--- src/core/edhc_pkg.sv ---
/*
  constants, field layout and reset values shared by the flag recode and
  control block. assumes a 100 MHz core clock and word aligned bus access.
*/
package edhc_pkg;
  // --------------------------------------------------------------------
  // widths
  // --------------------------------------------------------------------
  localparam int FLAG_W = 15;
  localparam int CLASS_W = 5;
  localparam int CLASS_N = 3;
  localparam int CNT_W = 21;
  localparam int SENS_W = 13;
  localparam int RW_N = 7;
  localparam int RW_BITS = 6;
  localparam int RW_WORD = 10;
  localparam int CTRL_W = 9;

  // --------------------------------------------------------------------
  // flag kinds within a class; classes ancillary, picture, full field
  // --------------------------------------------------------------------
  localparam int KIND_ERR_HERE = 0;
  localparam int KIND_ERR_ALREADY = 1;
  localparam int KIND_INT_HERE = 2;
  localparam int KIND_INT_ALREADY = 3;
  localparam int KIND_UNKNOWN = 4;
  localparam int CLS_ANC = 0;
  localparam int CLS_PIC = 1;
  localparam int CLS_FULL = 2;

  // --------------------------------------------------------------------
  // register byte offsets
  // --------------------------------------------------------------------
  localparam logic [7:0] ADDR_CTRL = 8'h00;
  localparam logic [7:0] ADDR_MASK = 8'h04;
  localparam logic [7:0] ADDR_SENS = 8'h08;
  localparam logic [7:0] ADDR_FLAGS = 8'h0c;
  localparam logic [7:0] ADDR_COUNT = 8'h10;
  localparam logic [7:0] ADDR_RW_LO = 8'h14;
  localparam logic [7:0] ADDR_RW_HI = 8'h18;
  localparam logic [7:0] ADDR_STATUS = 8'h1c;
  localparam int RW_LO_W = 30;

  // control bit positions
  localparam int CB_STICKY = 0;
  localparam int CB_MASK_RW = 1;
  localparam int CB_TIMING_REF_INDICATION_SELECT = 2;
  localparam int CB_CNT_CLR = 3;
  localparam int CB_CLR_READ = 4;
  localparam int CB_STD_OVR = 5;
  localparam int CB_LINE = 6;
  localparam int CB_LUMA = 7;
  localparam int CB_COMP = 8;

  // reset values and strap decode
  localparam logic [CTRL_W-1:0] CTRL_RST = 9'h000;
  localparam logic [FLAG_W-1:0] MASK_RST = 15'h0000;
  localparam logic [SENS_W-1:0] SENS_RST = 13'h1fff;
  localparam logic [1:0] STRAP_TRS = 2'h1;
  localparam logic [1:0] STRAP_WAIT = 2'h3;
  localparam logic [1:0] HTRANS_NONSEQ = 2'h2;

  typedef logic [FLAG_W-1:0] edhc_flags_t;

  // sensitivity: four per class, then one shared unknown-status bit
  function automatic edhc_flags_t edhcExpandSens(logic [SENS_W-1:0] s);
    edhc_flags_t v;
    v = '0;
    for (int c = 0; c < CLASS_N; c++) begin
      v[c*CLASS_W +: 4] = s[c*4 +: 4];
      v[c*CLASS_W + KIND_UNKNOWN] = s[SENS_W-1];
    end
    return v;
  endfunction : edhcExpandSens
endpackage : edhc_pkg

--- src/core/edhc_rw_if.sv ---
/*
  carries reserved word settings to the encoder and encoded words back.
  assumes both ends run on the core clock.
*/
`timescale 1ns/100ps
interface edhc_rw_if;
  import edhc_pkg::*;
  logic maskRw;
  logic [RW_N*RW_BITS-1:0] written;
  logic [RW_N*RW_WORD-1:0] rxWords;
  logic [RW_N*RW_WORD-1:0] txWords;
  modport ctl (output maskRw, output written, output rxWords, input txWords);
  modport enc (input maskRw, input written, input rxWords, output txWords);
endinterface : edhc_rw_if

--- src/core/edhc_rw_encode.sv ---
/*
  reserved word encoder: parity and pad bits on written values, or pass
  the received words through. assumes words arrive on the core clock.
*/
`timescale 1ns/100ps
module edhc_rw_encode
  import edhc_pkg::*;
(
  input wire logic core_clk,
  input wire logic sys_rst,
  input wire logic clkEn,
  edhc_rw_if.enc rwBus
);
  // even parity in bit 8, inverse in bit 9, low two bits zero
  function automatic logic [RW_WORD-1:0] encodeWord(logic [RW_BITS-1:0] b);
    logic p;
    p = ^b;
    return {~p, p, b, 2'b00};
  endfunction : encodeWord

  // --------------------------------------------------------------------
  // outgoing reserved words
  // --------------------------------------------------------------------
  always_ff @(posedge core_clk) begin
    if (sys_rst) begin
      rwBus.txWords <= '0;
    end else if (clkEn) begin
      for (int i = 0; i < RW_N; i++) begin
        rwBus.txWords[i*RW_WORD +: RW_WORD] <= rwBus.maskRw ?
          encodeWord(rwBus.written[i*RW_BITS +: RW_BITS]) :
          rwBus.rxWords[i*RW_WORD +: RW_WORD];
      end
    end
  end
endmodule : edhc_rw_encode

--- src/core/edhc_control.sv ---
/*
  control registers, flag recode, sticky flags, errored field counter and
  standard select of the error detection coprocessor, on an ahb-lite slave.
  assumes stream strobes come from logic on core_clk; straps are pins.
*/
// Our own choices: the address map and the AHB-Lite slave port.
`timescale 1ns/100ps
module edhc_control
  import edhc_pkg::*;
(
  input wire logic core_clk,
  input wire logic sys_rst,
  input wire logic clkEn,
  input wire logic hsel,
  input wire logic [31:0] haddr,
  input wire logic [1:0] htrans,
  input wire logic hwrite,
  input wire logic [2:0] hsize,
  input wire logic [31:0] hwdata,
  input wire logic hready,
  output logic hreadyout,
  output logic [31:0] hrdata,
  output logic hresp,
  input wire logic fieldEnd,
  input wire logic rxPacketPresent,
  input wire logic [FLAG_W-1:0] rxFlags,
  input wire logic ancChecksumErr,
  input wire logic picCrcMismatch,
  input wire logic fullCrcMismatch,
  input wire logic [CLASS_N-1:0] localIntErr,
  input wire logic detLineRate,
  input wire logic detLumaRate,
  input wire logic detComposite,
  input wire logic ancDataIn,
  input wire logic trsIn,
  input wire logic strapAddressHigh,
  input wire logic strapAddressLow,
  input wire logic [RW_N*RW_WORD-1:0] rxRwWords,
  output logic [FLAG_W-1:0] txFlags,
  output logic [RW_N*RW_WORD-1:0] txRwWords,
  output logic flagAlert,
  output logic ancIndication,
  output logic lineRateSelect,
  output logic lumaRateSelect,
  output logic compositeComponentSelect
);
  logic [CTRL_W-1:0] ctrl_reg;
  logic [FLAG_W-1:0] mask_reg;
  logic [SENS_W-1:0] sens_reg;
  logic [FLAG_W-1:0] flags_reg;
  logic [FLAG_W-1:0] txFlags_reg;
  logic [CNT_W-1:0] count_reg;
  logic [RW_N*RW_BITS-1:0] rw_reg;
  logic [1:0] strapMeta_reg;
  logic [1:0] strapSync_reg;
  logic [1:0] strapWait_reg;
  logic wrPend_reg;
  logic [7:0] wrAddr_reg;
  logic [31:0] hrdata_reg;
  logic alert_reg;
  logic anc_reg;
  logic [2:0] std_reg;
  logic busAccept;
  logic rdFlags;
  logic rdCount;
  logic [31:0] rdMux;
  logic [FLAG_W-1:0] localFlags;
  logic [FLAG_W-1:0] newFlags;
  logic [FLAG_W-1:0] sensVec;
  logic fieldHit;
  edhc_rw_if rwBus ();

  // --------------------------------------------------------------------
  // ahb-lite slave: zero wait state, always okay
  // --------------------------------------------------------------------
  assign hreadyout = 1'b1;
  assign hresp = 1'b0;
  assign hrdata = hrdata_reg;
  assign busAccept = hsel && hready && htrans == HTRANS_NONSEQ && clkEn;
  assign rdFlags = busAccept && !hwrite && haddr[7:0] == ADDR_FLAGS;
  assign rdCount = busAccept && !hwrite && haddr[7:0] == ADDR_COUNT;

  // address phase capture for writes
  always_ff @(posedge core_clk) begin
    if (sys_rst) begin
      wrPend_reg <= 1'b0;
      wrAddr_reg <= 8'h00;
    end else if (clkEn) begin
      wrPend_reg <= busAccept && hwrite;
      wrAddr_reg <= haddr[7:0];
    end
  end

  // read data mux, unmapped reads zero
  always_comb begin
    rdMux = 32'h0000_0000;
    unique case (haddr[7:0])
      ADDR_CTRL: rdMux[CTRL_W-1:0] = ctrl_reg;
      ADDR_MASK: rdMux[FLAG_W-1:0] = mask_reg;
      ADDR_SENS: rdMux[SENS_W-1:0] = sens_reg;
      ADDR_FLAGS: rdMux[FLAG_W-1:0] = flags_reg;
      ADDR_COUNT: rdMux[CNT_W-1:0] = count_reg;
      ADDR_RW_LO: rdMux[RW_LO_W-1:0] = rw_reg[RW_LO_W-1:0];
      ADDR_RW_HI: rdMux[RW_N*RW_BITS-RW_LO_W-1:0] = rw_reg[RW_N*RW_BITS-1:RW_LO_W];
      ADDR_STATUS: rdMux[3:0] = {!rxPacketPresent, std_reg};
      default: rdMux = 32'h0000_0000;
    endcase
  end

  // read data registered at address phase
  always_ff @(posedge core_clk) begin
    if (sys_rst) begin
      hrdata_reg <= 32'h0000_0000;
    end else if (busAccept && !hwrite) begin
      hrdata_reg <= rdMux;
    end
  end

  // --------------------------------------------------------------------
  // strap pins: two flops, then sampled once after reset
  // --------------------------------------------------------------------
  always_ff @(posedge core_clk) begin
    if (sys_rst) begin
      strapMeta_reg <= 2'h0;
      strapSync_reg <= 2'h0;
    end else if (clkEn) begin
      strapMeta_reg <= {strapAddressHigh, strapAddressLow};
      strapSync_reg <= strapMeta_reg;
    end
  end

  // control word; strap check precedes any host write
  always_ff @(posedge core_clk) begin
    if (sys_rst) begin
      ctrl_reg <= CTRL_RST;
      strapWait_reg <= 2'h0;
    end else if (clkEn) begin
      if (strapWait_reg != STRAP_WAIT) begin
        strapWait_reg <= strapWait_reg + 2'h1;
      end
      if (strapWait_reg == STRAP_WAIT - 2'h1 && strapSync_reg == STRAP_TRS) begin
        ctrl_reg[CB_TIMING_REF_INDICATION_SELECT] <= 1'b1;
      end
      if (wrPend_reg && wrAddr_reg == ADDR_CTRL) begin
        ctrl_reg <= hwdata[CTRL_W-1:0];
      end
    end
  end

  // mask, sensitivity and reserved word settings
  always_ff @(posedge core_clk) begin
    if (sys_rst) begin
      mask_reg <= MASK_RST;
      sens_reg <= SENS_RST;
      rw_reg <= '0;
    end else if (clkEn && wrPend_reg) begin
      if (wrAddr_reg == ADDR_MASK) mask_reg <= hwdata[FLAG_W-1:0];
      if (wrAddr_reg == ADDR_SENS) sens_reg <= hwdata[SENS_W-1:0];
      if (wrAddr_reg == ADDR_RW_LO) rw_reg[RW_LO_W-1:0] <= hwdata[RW_LO_W-1:0];
      if (wrAddr_reg == ADDR_RW_HI) begin
        rw_reg[RW_N*RW_BITS-1:RW_LO_W] <= hwdata[RW_N*RW_BITS-RW_LO_W-1:0];
      end
    end
  end

  // --------------------------------------------------------------------
  // flag recode for the outgoing packet
  // --------------------------------------------------------------------
  always_comb begin
    localFlags = '0;
    for (int c = 0; c < CLASS_N; c++) begin
      localFlags[c*CLASS_W + KIND_ERR_ALREADY] = rxPacketPresent &&
        (rxFlags[c*CLASS_W + KIND_ERR_HERE] || rxFlags[c*CLASS_W + KIND_ERR_ALREADY]);
      localFlags[c*CLASS_W + KIND_INT_ALREADY] = rxPacketPresent &&
        (rxFlags[c*CLASS_W + KIND_INT_HERE] || rxFlags[c*CLASS_W + KIND_INT_ALREADY]);
      localFlags[c*CLASS_W + KIND_INT_HERE] = localIntErr[c];
      localFlags[c*CLASS_W + KIND_UNKNOWN] = !rxPacketPresent;
    end
    localFlags[CLS_ANC*CLASS_W + KIND_ERR_HERE] = ancChecksumErr;
    localFlags[CLS_PIC*CLASS_W + KIND_ERR_HERE] = picCrcMismatch;
    localFlags[CLS_FULL*CLASS_W + KIND_ERR_HERE] = fullCrcMismatch;
  end

  assign newFlags = localFlags & ~mask_reg;
  assign sensVec = edhcExpandSens(sens_reg);
  assign fieldHit = fieldEnd && (newFlags & sensVec) != '0;

  // outgoing flags, one field at a time
  always_ff @(posedge core_clk) begin
    if (sys_rst) begin
      txFlags_reg <= '0;
    end else if (clkEn && fieldEnd) begin
      txFlags_reg <= newFlags;
    end
  end
  assign txFlags = txFlags_reg;

  // host flag register; a new field wins over a clearing read
  always_ff @(posedge core_clk) begin
    if (sys_rst) begin
      flags_reg <= '0;
    end else if (clkEn) begin
      if (ctrl_reg[CB_STICKY]) begin
        flags_reg <= (rdFlags ? '0 : flags_reg) | (fieldEnd ? newFlags : '0);
      end else if (fieldEnd) begin
        flags_reg <= newFlags;
      end
    end
  end

  // alert level from sensitive flags
  always_ff @(posedge core_clk) begin
    if (sys_rst) begin
      alert_reg <= 1'b0;
    end else if (clkEn) begin
      alert_reg <= (flags_reg & sensVec) != '0;
    end
  end
  assign flagAlert = alert_reg;

  // --------------------------------------------------------------------
  // errored field counter
  // --------------------------------------------------------------------
  always_ff @(posedge core_clk) begin
    if (sys_rst) begin
      count_reg <= '0;
    end else if (clkEn) begin
      if (ctrl_reg[CB_CNT_CLR]) begin
        count_reg <= '0;
      end else if (rdCount && ctrl_reg[CB_CLR_READ]) begin
        count_reg <= fieldHit ? CNT_W'(1) : '0;
      end else if (fieldHit) begin
        count_reg <= count_reg + CNT_W'(1);
      end
    end
  end

  // --------------------------------------------------------------------
  // standard select and ancillary indication
  // --------------------------------------------------------------------
  always_ff @(posedge core_clk) begin
    if (sys_rst) begin
      std_reg <= 3'h0;
      anc_reg <= 1'b0;
    end else if (clkEn) begin
      std_reg <= ctrl_reg[CB_STD_OVR] ?
        {ctrl_reg[CB_COMP], ctrl_reg[CB_LUMA], ctrl_reg[CB_LINE]} :
        {detComposite, detLumaRate, detLineRate};
      anc_reg <= ancDataIn || (ctrl_reg[CB_TIMING_REF_INDICATION_SELECT] && trsIn);
    end
  end
  assign lineRateSelect = std_reg[0];
  assign lumaRateSelect = std_reg[1];
  assign compositeComponentSelect = std_reg[2];
  assign ancIndication = anc_reg;

  // --------------------------------------------------------------------
  // reserved word encoder
  // --------------------------------------------------------------------
  assign rwBus.maskRw = ctrl_reg[CB_MASK_RW];
  assign rwBus.written = rw_reg;
  assign rwBus.rxWords = rxRwWords;
  assign txRwWords = rwBus.txWords;

  edhc_rw_encode rwEncode (
    .core_clk(core_clk),
    .sys_rst(sys_rst),
    .clkEn(clkEn),
    .rwBus(rwBus.enc)
  );
endmodule : edhc_control

--- config.mk ---
export PLATFORM = sky130hd
export DESIGN_NAME = edhc_control
export DESIGN_NICKNAME = d
export VERILOG_FILES = /design/src/core/edhc_pkg.sv /design/src/core/edhc_rw_if.sv /design/src/core/edhc_rw_encode.sv /design/src/core/edhc_control.sv
export SDC_FILE = /design/constraint.sdc
export NUM_CORES = 1
export LEC_CHECK = 0
export BUFFER_PORTS_ARGS = -buffer_cell sky130_fd_sc_hd__buf_2
export CORE_MARGIN = 2
export CORE_UTILIZATION = 30
export DETAILED_ROUTE_END_ITERATION = 6
export PLACE_DENSITY_LB_ADDON = 0.3
export SLEW_MARGIN = 30
export SYNTH_ARGS = -nofsm -noshare
export SYNTH_HDL_FRONTEND = slang
export SYNTH_SLANG_ARGS = --single-unit
--- constraint.sdc ---
create_clock -name core_clk -period 3.38 [get_ports core_clk]
set_clock_uncertainty 0.2 [all_clocks]
set_input_delay 0.676 -clock core_clk [delete_from_list [all_inputs] [get_ports core_clk]]
set_output_delay 0.676 -clock core_clk [all_outputs]
set_load 0.1 [all_outputs]
[Yosys cells after proc, flatten, opt, wreduce, memory -nomap -nowiden]
Cells that the tools add are included.
Storage, ports and cells
  RAM bits: 0
  ROM bits: 0
  latch bits: 0
  flip-flop bits (word level): 250
  memories kept: 0
Operators by class
  shift operators: 0
  muxes and demuxes: 25
  eq/ne operators: 15
  magnitude comparators: 0
  reduce and logical (&&, ||, !) cells: 52
  $add $sub $neg: 2
  divide/modulo/power cells: 0
  multiply operators: 0
  bitwise gates (word level): 12
Operators with widths (number)
  10-bit two-way mux: 7
  21-bit two-way mux: 3
  15-bit two-way mux: 4
  8-bit by 5-bit == test with 1-bit output, second input constant: 6
  15-bit bitwise AND: 3
  6-bit XOR reduction: 7
  5-bit one-hot mux with 7 select lines: 1
  4-bit one-hot mux with 8 select lines: 1
  15-bit nonzero test: 2
  8-bit by 4-bit == test with 1-bit output, second input constant: 3
  21-bit by 1-bit adder with 21-bit output, second input constant: 1
  1-bit logical AND: 20
  3-bit one-hot mux with 6 select lines: 1
  2-bit AND reduction: 9
  8-bit by 3-bit == test with 1-bit output, second input constant: 2
  8-bit logical NOT: 2
  15-bit NOT: 1
  15-bit OR: 1
  6-bit one-hot mux with 2 select lines: 1
  9-bit two-way mux: 1
  2-bit one-hot mux with 4 select lines: 1
  1-bit logical OR: 7
  1-bit NOT: 7
  3-bit two-way mux: 2
  9 further kinds: 13

[Longest topological paths before layout]
  depth in word-level cells: 9
  gate-level depth with buffers: 8

[Modules after synthesis]
A second synthesis with hierarchy kept.
Unflattened totals
  cells, all modules: 1300
  area total of the unflattened synthesis: 11439.7 um^2
Modules (own cells, without submodules)
  edhc_control: sequential area each 3603.5 um^2, cells an instance 954, area each 8105.3 um^2, times used 1
  edhc_rw_encode: sequential area each 1401.3 um^2, cells an instance 346, area each 3334.4 um^2, times used 1

[Worst setup path before layout]
Ideal clock, no wire load.
  path type: input-to-reg
  start: in haddr[7]
  end: reg count_reg[15]
  slack: 0.812 ns
  stages: 6
  data required time: 3.050 ns
  setup time: 0.130 ns
  data arrival time: 2.238 ns
  cell sequence: or4_4 -> nor3_4 -> a41oi_4 -> nor2b_1 -> o41ai_1 -> a21oi_1
On the way
  longest elaborated chain between the ends: 5
  elaborated cells between the ends (all ways): 7
RTL lines
  start: declaration: line edhc_control.sv:15  | input wire logic [31:0] haddr,
  8-bit by 5-bit == test with 1-bit output (*): line edhc_control.sv:81  | assign rdCount = busAccept && !hwrite && haddr[7:0] == ADDR_COUNT;
  1-bit logical AND (*): line edhc_control.sv:81
  1-bit logical AND (*): line edhc_control.sv:230  | end else if (rdCount && ctrl_reg[CB_CLR_READ]) begin
  3-bit nonzero test (no source line) or 21-bit two-way mux (tied branches)
  2-bit AND reduction (no source line) or 21-bit two-way mux (tied branches)
  end signal: assignment: line edhc_control.sv:231  | count_reg <= fieldHit ? CNT_W'(1) : '0;
  end signal: assignment: line edhc_control.sv:233  | count_reg <= count_reg + CNT_W'(1);
  end: declaration: line edhc_control.sv:52  | logic [CNT_W-1:0] count_reg;
Mark *: on every way between the ends. The rest lies on a longest branch, timed or not.
A chain may end at the register's enable or synchronous reset.

[Worst setup path in the final report]
  start: reg count_reg[2]
  end: reg count_reg[20]
On the way
  longest elaborated chain between the ends: 4
RTL lines
  21-bit by 1-bit adder with 21-bit output: line edhc_control.sv:233
  21-bit two-way mux: line edhc_control.sv:232  | end else if (fieldHit) begin
  21-bit two-way mux: line edhc_control.sv:230
  21-bit two-way mux: line edhc_control.sv:228  | if (ctrl_reg[CB_CNT_CLR]) begin
No other way between the ends. The select of a mux whose other input is x is not followed.

==> reports/metrics.yaml <==
nets: 1640
cap_violations: 0
yosys-top-cells-count: "250 x dfxtp_1, 164 x nor2_1, 129 x nand2_1"
fin_cells: 1952
crit_family: "simple AND/OR/NAND/NOR gates"
synth_edf_count: 0
drtPass1Iterations: 6
postLayoutCoreUtil_pct: 37.8
io_pins: 299
synth-seq-cells: 250
hold_buffers: 0
ant_nets: 0
critPathLaunchType: "flip-flop"
dieArea_mm2: 0.0381
postCtsSetupRepairBufs: 0
path_class: "reg2reg"
ys_types: 70
cts_buffers: 30
synth_area_leader_cell: "dfxtp_1"
cts_root_buffer: "clkbuf_16"
synth_top_area_share_pct: 45.6
yosysWarnings: 0
cts.repair.resized: 0
path_common_cell: "nand3_1"
slowest_stage: "dfxtp_1"
cts_tree: "yes"
hold_violations: 0
diodes: 0
grt_pass1_wl_um: 57500
worst-r2r-cell-count: 6
post-synth-top-count-cell: "dfxtp_1"
synth-main-ff-cell: "dfxtp_1"
portBuffers: 262
cp-end-kind: "flip-flop"
grt.overflow.total: 0
wl_um: 38700
synth_top_family_by_area: "compound AO/OA/AOI/OAI gates"
cts.clk_slew.worst_paths_ps: 60
largest_reg_flops: 70
routedWlPerCell_um: 19.8
routabilityCongestion: 0.869
fin_area_mm2: 0.0137
synth_mux_area_share_pct: 10.9
std_cell_rows: 70
final.setup.tns_ps: 0
die_w_um: 195
ys_seq_area_share_pct: 45.6
antenna_found_initial: 1
drc: 0
hpwl_um: 28400
synthCells: 1227
setup_viol: 0
cts.sinks: 250
arrival_ps: 2830
routed_via_density: 5.16
h-tree-depth: 1
tightest_slew_ps: 939
rsz0062_at_grt: "no"
finalCritPeriodShare_pct: 75.8
cts_max_path_buffers: 3
maxSlewHeadroom_pct: 37.4
r2r_slack_ps: 820
start_util_pct: 30.2
vias: 10100
hp-start: "rxRwWords[61]"
power.leakage_nw: 5.34
critPathBufInv: 0
placed_area_mm2: 0.0128
dp.cells: 1898
final-max-slew-violation-count: 0
holdPathStages: 3
hp-class: "in2reg"
cp_max_fo: 18
grt_pass1_vias: 9364
synth.area.top_cells: "dfxtp_1 46%, mux2i_1 10%, nor2_1 5.6%"
whs_endpoint: "rwEncode.rwBus.txWords[61]"
clk_latency_ps: 560
synth_fa_ha_area_share_pct: 0.342
drive_gt1_share_pct: 24.9
required_ps: 3650
synth_compound_area_share_pct: 18.2
timing.final.crit_period_ps: 2560
synthArstFlopShare_pct: 0
rr_endpoint: "count_reg[20]"
crit_path_max_incr_delay_ps: 480
avgSynthCellArea_um2: 8.95
crit_chain: "and4_1 -> nand3_1 -> nor4_1 -> nand3_1 -> or3_1 -> a21oi_1"
fmax_mhz: 391
coreArea_mm2: 0.0363
syn_area_mm2: 0.0110
r2r-start: "count_reg[2]"
yosys.area_share.simple_pct: 18.0
ir_drop_v: 0.000353
status: "completed"
grt_max_degree: 124
track_usage_pct: 19.6
drtIter0Drc: 607
syn_to_final_growth_pct: 25.2
die_y_um: 195
p_per_area_mw_per_mm2: 532
num-fill-cells: 3729
yosys.area_share.xor_xnor_pct: 2.95
==> area by class of cell <==
class / count / area, µm² / share of cell area [%]
multi-input cells: 880 / 5570 / 40.5
inverters: 9 / 33.8 / 0.246
well taps: 468 / 586 / 4.26
repair buffers: 291 / 1560 / 11.4
clock inverters: 10 / 58.8 / 0.428
clock buffers: 44 / 926 / 6.73
flip-flops and latches: 250 / 5010 / 36.4
==> cell families after synthesis <==
group,after synthesis
mux,119
flops,250
compound gates,292
other cells,2
fa+ha+maj,3
buf+inv,99
simple gates,425
xor+xnor,37
==> report_power, final <==
part           switching (mW)  internal, mW  total (mW)
logic                   0.826         0.233        1.06
clock network            1.28          1.88        3.16
registers              0.0560          3.04        3.09
==> metrics by stage <==
step / power [mW] / setup WS (ps) / hold slack [ps]
finish: 7.32 / 820 / 151
CTS: 7.38 / 842 / 142
floorplan: 3.94 / 812 / 247
detailed placement: 4.22 / 490 / 243
global route: 7.57 / 615 / 145
global placement: 4.21 / 479 / 237
==> worst reg2reg max path, delay by kind of cell (launching register included) <==
kind               cells  cell delay [ps]
AOI/OAI and AO/OA      1              140
DFF                    1              480
and+or+nand+nor        5             1680
==> worst max-delay path by stage <==
| stage | endpoint | cells after the start | start | slack, ps |
|---|---|---|---|---|
| after floorplan | count_reg[15] | 6 | haddr[7] | 810 |
| after global placement | count_reg[15] | 7 | haddr[7] | 480 |
| after detailed placement | count_reg[19] | 7 | rxPacketPresent | 490 |
| after CTS | count_reg[20] | 6 | count_reg[2] | 840 |
| after global routing | count_reg[20] | 6 | count_reg[2] | 620 |
| final | count_reg[20] | 6 | count_reg[2] | 820 |
==> layer usage <==
metal / share of wire, % / GRT usage [%] / vias up
li1: - / - / 4859
met1: 45 / 26.6 / 4757
met2: 45 / 31.7 / 395
met3: 7.0 / 3.40 / 67
met4: 2.8 / 6.02 / 2
met5: 0.034 / 0 / -
==> cell usage in the layout, fill, tap and decap left out, types with 10 or more instances in the layout <==
| master | count |
|---|---|
| a211o_1 | 13 |
| nor2b_1 | 17 |
| buf_4 | 28 |
| nor2_1 | 163 |
| dfxtp_1 | 249 |
| nor3_1 | 16 |
| a221oi_1 | 10 |
| a21oi_1 | 97 |
| a22oi_1 | 23 |
| clkbuf_16 | 32 |
| nand2b_1 | 11 |
| o21ai_0 | 27 |
| mux2i_1 | 112 |
| a211oi_1 | 53 |
| buf_2 | 260 |
| or3_1 | 15 |
| nand3_1 | 19 |
| nand2_1 | 129 |
| xnor2_1 | 36 |
| a22o_1 | 10 |
| o22ai_1 | 10 |
(Power assumes the default switching activity.)
